### src/hdl/dma_steer_pkg.sv
// Constants for the motherboard DMA steering block.
// Assumes an 8-bit register port with byte offsets.
package dma_steer_pkg;

   // ---------------------------------------------------------------
   // Register map
   // ---------------------------------------------------------------
   localparam logic [7:0] STEER_0_OFFSET = 8'h76;
   localparam logic [7:0] STEER_1_OFFSET = 8'h77;
   localparam logic [7:0] STEER_RESET    = 8'h0c;

   // ---------------------------------------------------------------
   // Field layout
   // ---------------------------------------------------------------
   localparam int         FAST_BIT       = 7;
   localparam int         DISABLE_BIT    = 3;
   localparam int         CHAN_LSB       = 0;
   localparam int         CHAN_W         = 3;
   localparam logic [7:0] WRITE_MASK     = 8'h8f;
   localparam logic [2:0] CHAN_NONE      = 3'h4;

   // ---------------------------------------------------------------
   // Timing and counts
   // ---------------------------------------------------------------
   localparam int         FAST_SYSCLKS   = 3;
   localparam int         NUM_CHAN       = 8;
   localparam int         NUM_PAIRS      = 2;

endpackage

### src/hdl/steer_decode.sv
// One steering register's channel decode.
// Assumes a registered field value from the same clock domain.
`timescale 1ns/1ns
module steer_decode
   import dma_steer_pkg::*;
(
   // Register field
   input  wire logic [7:0] reg_value,
   input  wire logic       full_variant,
   // Decoded one-hot selections
   output logic [7:0]      route_sel,
   output logic [7:0]      fast_sel
);

   logic [2:0] chan;
   logic [7:0] chan_hot;
   logic       fast_on;
   logic       routed;

   assign chan     = reg_value[CHAN_LSB +: CHAN_W];
   assign fast_on  = reg_value[FAST_BIT];
   // Code 100 selects no channel; others are one-hot
   assign chan_hot = (chan == CHAN_NONE) ? 8'h00 : (8'h01 << chan);
   assign routed   = full_variant & ~reg_value[DISABLE_BIT];
   assign route_sel = routed ? chan_hot : 8'h00;
   assign fast_sel  = fast_on ? chan_hot : 8'h00;

endmodule

### src/hdl/board_dma_steering.sv
// Motherboard DMA steering registers and request/acknowledge routing.
// Assumes board and ISA request pins are asynchronous, controller on clk.
// Behaviour
// - Each register can enable three-clock fast transfers on its channel.
// - Bit 7 enables fast timing and buffer for the low-three-bit channel.
// - Disable bit zero routes board pair onto the selected channel.
// - Disable bit one serves the channel from its ISA pair.
// - Steered channel masks its ISA request and acknowledge pins.
// - Disable bit one masks board request and idles board acknowledge.
// - Routed with fast set: fast timing and buffer for board peripheral.
// - Not routed with fast set: fast timing and buffer for ISA peripheral.
// - Codes 0-3 pick channels 0-3, code 4 none, 5-7 channels 5-7.
// - Reduced variant: no steering, bit 3 reserved, only fast selection.
// - Registers reset to 0x0c and are readable and writable.
// - Register for pair 0 at 0x76, pair 1 at 0x77.
//
// The implementer's own choice: the address-and-strobe port.
`timescale 1ns/1ns
module board_dma_steering
   import dma_steer_pkg::*;
(
   // Clock and reset
   input  wire logic       clk,
   input  wire logic       rst_b,
   // Variant select, high for the full steering variant
   input  wire logic       full_variant,
   // Register port
   input  wire logic [7:0] reg_addr,
   input  wire logic [7:0] reg_wdata,
   input  wire logic       reg_write,
   input  wire logic       reg_read,
   output logic [7:0]      reg_rdata,
   // Board peripheral pins
   input  wire logic [1:0] board_dma_request,
   output logic [1:0]      board_dma_acknowledge_n,
   // ISA peripheral pins
   input  wire logic [7:0] isa_dma_request,
   output logic [7:0]      isa_dma_acknowledge_n,
   // Internal controller side
   output logic [7:0]      ctrl_dma_request,
   input  wire logic [7:0] ctrl_dma_acknowledge_n,
   output logic [7:0]      fast_enable,
   output logic [7:0]      fast_board
);

   // ---------------------------------------------------------------
   // Registers
   // ---------------------------------------------------------------
   logic [7:0] steer_q [NUM_PAIRS];
   logic [7:0] steer_d [NUM_PAIRS];
   logic [7:0] rdata_d;
   logic [7:0] rdata_q;
   logic       hit0;
   logic       hit1;

   assign hit0 = (reg_addr == STEER_0_OFFSET);
   assign hit1 = (reg_addr == STEER_1_OFFSET);

   assign steer_d[0] = (reg_write && hit0) ? (reg_wdata & WRITE_MASK)
                                           : steer_q[0];
   assign steer_d[1] = (reg_write && hit1) ? (reg_wdata & WRITE_MASK)
                                           : steer_q[1];

   assign rdata_d = !reg_read ? 8'h00 :
                    hit0      ? steer_q[0] :
                    hit1      ? steer_q[1] :
                                8'h00;

   always_ff @(posedge clk or negedge rst_b) begin
      if (!rst_b) begin
         steer_q[0] <= STEER_RESET;
         steer_q[1] <= STEER_RESET;
         rdata_q    <= 8'h00;
      end else begin
         steer_q[0] <= steer_d[0];
         steer_q[1] <= steer_d[1];
         rdata_q    <= rdata_d;
      end
   end

   assign reg_rdata = rdata_q;

   // ---------------------------------------------------------------
   // Pin synchronisers
   // ---------------------------------------------------------------
   logic [1:0] board_req_m;
   logic [1:0] board_req_s;
   logic [7:0] isa_req_m;
   logic [7:0] isa_req_s;

   always_ff @(posedge clk or negedge rst_b) begin
      if (!rst_b) begin
         board_req_m <= 2'h0;
         board_req_s <= 2'h0;
         isa_req_m   <= 8'h00;
         isa_req_s   <= 8'h00;
      end else begin
         board_req_m <= board_dma_request;
         board_req_s <= board_req_m;
         isa_req_m   <= isa_dma_request;
         isa_req_s   <= isa_req_m;
      end
   end

   // ---------------------------------------------------------------
   // Channel decode
   // ---------------------------------------------------------------
   logic [7:0] route_sel [NUM_PAIRS];
   logic [7:0] fast_sel  [NUM_PAIRS];

   steer_decode u_dec0 (
      .reg_value    (steer_q[0]),
      .full_variant (full_variant),
      .route_sel    (route_sel[0]),
      .fast_sel     (fast_sel[0])
   );

   steer_decode u_dec1 (
      .reg_value    (steer_q[1]),
      .full_variant (full_variant),
      .route_sel    (route_sel[1]),
      .fast_sel     (fast_sel[1])
   );

   // ---------------------------------------------------------------
   // Routing
   // ---------------------------------------------------------------
   logic [7:0] board_owned;
   logic [7:0] board_req_ch;
   logic [7:0] req_d;
   logic [7:0] isa_ack_d;
   logic [1:0] board_ack_d;
   logic [7:0] fast_d;
   logic [7:0] fast_board_d;

   // Overlapping steering is a software error; OR keeps it bounded
   assign board_owned  = route_sel[0] | route_sel[1];
   assign board_req_ch = (route_sel[0] & {8{board_req_s[0]}})
                       | (route_sel[1] & {8{board_req_s[1]}});
   // Owned channels drop ISA request; others keep it
   assign req_d = (isa_req_s & ~board_owned) | board_req_ch;
   assign isa_ack_d = ctrl_dma_acknowledge_n | board_owned;
   assign board_ack_d[0] = ~|(route_sel[0] & ~ctrl_dma_acknowledge_n);
   assign board_ack_d[1] = ~|(route_sel[1] & ~ctrl_dma_acknowledge_n);
   // Fast timing, three bus clocks per transfer in the controller
   assign fast_d       = fast_sel[0] | fast_sel[1];
   assign fast_board_d = (fast_sel[0] & route_sel[0])
                       | (fast_sel[1] & route_sel[1]);

   always_ff @(posedge clk or negedge rst_b) begin
      if (!rst_b) begin
         ctrl_dma_request        <= 8'h00;
         isa_dma_acknowledge_n   <= 8'hff;
         board_dma_acknowledge_n <= 2'h3;
         fast_enable             <= 8'h00;
         fast_board              <= 8'h00;
      end else begin
         ctrl_dma_request        <= req_d;
         isa_dma_acknowledge_n   <= isa_ack_d;
         board_dma_acknowledge_n <= board_ack_d;
         fast_enable             <= fast_d;
         fast_board              <= fast_board_d;
      end
   end

endmodule

### config.mk
export PLATFORM = sky130hd
export DESIGN_NAME = board_dma_steering
export DESIGN_NICKNAME = d
export VERILOG_FILES = /design/src/hdl/dma_steer_pkg.sv /design/src/hdl/steer_decode.sv /design/src/hdl/board_dma_steering.sv
export SDC_FILE = /design/constraint.sdc
export NUM_CORES = 1
export LEC_CHECK = 0
export BUFFER_PORTS_ARGS = -buffer_cell sky130_fd_sc_hd__clkbuf_2
export CORE_MARGIN = 3
export CORE_UTILIZATION = 54
export CTS_CLUSTER_SIZE = 25
export DETAILED_ROUTE_END_ITERATION = 10
export PLACE_DENSITY = 0.94
export SYNTH_ARGS = -nofsm -noshare
export SYNTH_HDL_FRONTEND = slang
export SYNTH_SLANG_ARGS = --single-unit
export TNS_END_PERCENT = 1
### constraint.sdc
create_clock -name clk -period 4.25 [get_ports clk]
set_input_delay 0.85 -clock clk [delete_from_list [all_inputs] [get_ports clk]]
set_output_delay 0.85 -clock clk [all_outputs]
set_load 0.02 [all_outputs]
* Word level (Yosys, flattened, before mapping)
Cells that the tools add are included.
** Storage, ports and cells
- Input bits :: 39
- Register bits after elaboration :: 72
- Output and inout bits :: 42
** Cells by class
- Reductions and logical operators :: 6
- Multiplexer cells :: 9
- Bitwise operators :: 19
- Shift operators :: 2
- Equality and inequality tests :: 4
** Operators with widths (count)
- 8-bit 2-to-1 mux :: 9
- 8-bit bitwise AND :: 7
- 8-bit OR :: 6
- 8-bit by 7-bit equality test with 1-bit output, second input constant :: 2
- 8-bit inverter :: 2
- 8-bit OR reduction :: 2
- 1-bit by 3-bit << shifter with 8-bit output, first input constant :: 2
- 3-bit equality test, second input constant :: 2
- 1-bit bitwise AND :: 2
- 1-bit logical AND :: 2
- 1-bit zero test :: 2
- 1-bit inverter :: 2

* Depth between registers and ports, before layout
- Word-level depth :: 7
- Gate-level depth with buffers :: 5
- Depth with buffers taken out :: 3

* Modules after synthesis
Synthesis repeated with hierarchy kept, for this count alone.
** Unflattened totals
- Cell total of the unflattened synthesis :: 217
- Area, all modules :: 2728.9 um2
** By module, submodules not included
- board_dma_steering :: area each 2476.1 um2, seq. area each 1744.2 um2, instances 1, cells each 169
- steer_decode :: area each 126.4 um2, seq. area each 0.0 um2, instances 2, cells each 24

* Worst setup path after synthesis
OpenSTA, ideal clock, no wires.
- Kind :: input -> register
- Start :: in full_variant
- End :: reg ctrl_dma_request[0]
- Required time :: 4.124 ns
- Stages :: 5
- Data arrival time :: 2.030 ns
- Buffers on the path :: 2
- Path slack :: 2.094 ns
- Setup time :: 0.126 ns
- Cells stage by stage :: buf_2 or3b_1 buf_2 o32a_1 a221o_1
** On the way
- Cells in the longest elaborated chain, start to end :: 6
- Elaborated cells on any way between the ends :: 11
- Those cells by class :: mux: 2; bitwise: 9
** Ends and longest elaborated chain
- start, declared :: line board_dma_steering.sv:26 : input wire logic full_variant,
- 1-bit bitwise AND :: line steer_decode.sv:24 : assign routed = full_variant & ~reg_value[DISABLE_BIT];
- 8-bit 2-to-1 mux :: line steer_decode.sv:25 : assign route_sel = routed ? chan_hot : 8'h00;
- 8-bit OR :: line board_dma_steering.sv:137 : assign board_owned = route_sel[0] | route_sel[1];
- 8-bit inverter :: line board_dma_steering.sv:141 : assign req_d = (isa_req_s & ~board_owned) | board_req_ch;
- 8-bit bitwise AND :: line board_dma_steering.sv:141
- 8-bit OR (*) :: line board_dma_steering.sv:141
- net req_d[0] :: line board_dma_steering.sv:130 : logic [7:0] req_d;
- end signal, assigned :: line board_dma_steering.sv:158 : ctrl_dma_request <= req_d;
- end, declared :: line board_dma_steering.sv:40 : output logic [7:0] ctrl_dma_request,
Mark *: on every way through the listed nets, which the timed path passes. The rest lies on a longest branch.
A chain may end at the register's enable or synchronous reset.

* Worst setup path after layout
Ends and elaborated chain as after synthesis.

==> summary.md <==
| Metric | Value |
|---|---|
| Post-CTS Setup Inserts | 0 |
| Post-CTS Resized | 0 |
| Starting density of the core | 0.5811 |
| Core Region | 0.004534 mm² |
| Delay-heaviest family, CP | compound AO/OA/AOI/OAI gates |
| Top cell types by occurrence after synthesis | dfrtp_1, dfstp_2, nor2_1 |
| Final ANT Viol Nets | 0 |
| HP Start | isa_req_m[0] |
| Critical path's slowest cell | or3b_1 |
| FP Rows | 24 |
| GRT overflow | 0 |
| Setup TNS | 0 ns |
| Largest net degree at the start of global routing | 36 |
| Seq/Total Area, Yosys | 0.6429 |
| Initial antenna violation count | 0 |
| Tightest Pin Transition | 0.7315 ns |
| RSZ-0062 raised after global routing | false |
| Hold path endpoint | isa_req_s[0] |
| DRC | 0 |
| Final Max Slew Viols | 0 |
| Endpoints failing hold | 0 |
| Final Worst Setup Slack | 2.304 ns |
| Clock Latency Late Sink | 0.33 ns |
| Hold/Removal Path Class | flip-flop to flip-flop |
| Synthesized area | 0.002635 mm² |
| Worst Setup SP | full_variant |
| Clk_skew | 0.004916 ns |
| Routed vias | 1905 |
| CP Capture Type | flip-flop |
| Largest cells by area after synthesis | dfrtp_1, dfstp_2, mux2_2 |
| FF-to-FF path depth | 3 |
| Io pins | 81 |
| Buf+Inv Stages, Crit Path | 1 |
| Area Growth Syn to Fin | 21.75% |
| PD cells | 411.7 mW/mm² |
| Crit Path Class | input pin to flip-flop |
| FF-to-FF End | ctrl_dma_request[0] |
| Clk root buf | clkbuf_8 |
| Die Span Y | 75.86 µm |
| Starting DRT DRC Count | 268 |
| Post-synth EDFFs | 0 |
| Port Buffers | 72 |
| First-pass GRT wire length | 8.583 mm |
| Final WL | 5.506 mm |
| Hold_ws | 0.3456 ns |
| Tot GR Track Use | 0.2094 |
| Reg2reg start | steer_q[1] |
| Clock Path Buffers | 2 |
| Worst hold path depth | 0 |
| Critical-path cell list | clkbuf_2, or3b_1, o32a_1, a221o_1 |
| Top-area cell type share of the netlist area | 0.5033 |
| Slew HR | 0.5123 |
| Reg-to-reg setup timing slack | 2.50 ns |
| Crit path launch type | input pin |
| CP Max Fanout | 9 |
| WL/cell | 16.10 µm |
| Vias in the first global route | 1785 |
| Reg clk slew, reported paths | 0.06 ns |
| Highest Clock Rate | 0.5139 GHz |
| Hold_buf cts | 0 |
| Max incr delay on CP | 0.47 ns |
| CTS H-Tree Depth | 3 |
| Post-placement worst setup slack | 1.977 ns |
| Status | finished clean |
| DP HPWL | 4.037 mm |
| Via density | 5.570 |
| Yosys reg bits | 67 |
| Ys flop type | dfrtp_1 |
| Placer congestion estimate | 0.9697 |
| Ys async rst share | 1.000 |
| Maximum vdd drop | 239.2 µV |
| Die Width | 75.86 µm |
| LEAKAGE | 1.542 nW |
| Distinct cells, synth | 42 |
| Pre-Repair DR Iteration Count | 4 |
| Post-synth top area cell | dfrtp_1 |
| Tcrit/Tclk final | 0.4579 |
| Fraction of layout cells with a size suffix above 1 | 0.4260 |
| Most common cell in the netlist | dfrtp_1 |
| Mapped Cells | 200 |
| Period minus WS final | 1.946 ns |
| Yosys warnings | 0 |
| Antenna Cells | 0 |
| # Max-Cap Violations | 0 |
| Endpoints failing setup | 0 |
| CTS tree | yes |
| CP arrival | 2.16 ns |
| Clk sink count | 67 |
| Die area | 0.005754 mm² |
| Nets | 311 |
| Worst Path Required | 4.46 ns |
| Total CTS buffers | 9 |
| Syn Area/Cell | 13.18 µm² |
-- per-layer routing --
layer | GRT usage | part of all wire | vias to the layer above
li1 | - | - | 858
met1 | 0.2666 | 0.40 | 921
met2 | 0.3241 | 0.49 | 107
met3 | 0.06596 | 0.080 | 19
met4 | 0.1029 | 0.027 | 0
met5 | 0 | 0 | -
-- final cells by class --
cell class,count,area (µm²)
repair buffers,73,367.9
inverters,4,15.01
clock inverters,2,35.03
clock buffers,14,162.7
fillers,333,1326
multi-input cells,117,852.1
well taps,65,81.33
flip-flops and latches,67,1694
-- cell families (layout without fill, tap and decap cells) --
group / after synthesis / count (layout) / synth area share
flip-flops: 67 / 67 / 0.6429
AND/OR/NAND/NOR: 60 / 60 / 0.1315
buffers and inverters: 20 / 93 / 0.03941
AO/OA/AOI/OAI: 33 / 33 / 0.09640
multiplexers: 19 / 19 / 0.08832
other: 1 / 5 / 0.001423
-- cells in the final DEF (no fill, tap or decap), types with 6 or more instances in the layout --
| cell type | n |
|---|---|
| clkbuf_2 | 72 |
| dfrtp_1 | 53 |
| dfstp_2 | 14 |
| nor2_1 | 13 |
| mux2_2 | 11 |
| clkbuf_8 | 11 |
| o22ai_1 | 9 |
| nand2b_1 | 7 |
| nand2_1 | 6 |
| mux2i_1 | 6 |
-- worst reg2reg max path, stage by stage, from the launching register on --
cell,delay [ns]
dfrtp_1,0.52
or3b_1,0.55
o32a_1,0.25
a221o_1,0.31
-- how the worst max path moves through the flow --
stage / slack (ns) / cells past startpoint / end
3_5_place_dp: 1.98 / 4 / ctrl_dma_request[0]
2_1_floorplan: 2.09 / 5 / ctrl_dma_request[0]
4_1_cts: 2.32 / 4 / ctrl_dma_request[0]
6_report: 2.30 / 4 / ctrl_dma_request[0]
5_1_grt: 2.27 / 4 / ctrl_dma_request[0]
3_3_place_gp: 2.00 / 4 / ctrl_dma_request[0]
-- registers in the layout, summed over array words and instances, names as in the netlist --
signal	count
board_req_s	2
board_req_m	2
isa_req_m	8
fast_enable	7
isa_req_s	8
steer_q	10
reg_rdata	5
isa_dma_acknowledge_n	8
ctrl_dma_request	8
fast_board	7
board_dma_acknowledge_n	2
-- power breakdown --
part | switching (mW) | internal, mW
combinational | 0.0693 | 0.0466
sequential | 0.0208 | 0.670
clock | 0.212 | 0.303
-- stage by stage --
stage	cell area, µm²	std cells	power [mW]	util
floorplan	2650	204	0.7655	-
global placement	3010	326	0.8129	0.6639
detailed placement	3010	326	0.8168	0.6639
CTS	3208	342	1.327	0.7075
global route	3208	342	1.376	0.7075
finish	3208	342	1.321	0.7075
No activity file was read; power rests on OpenSTA's default activity.
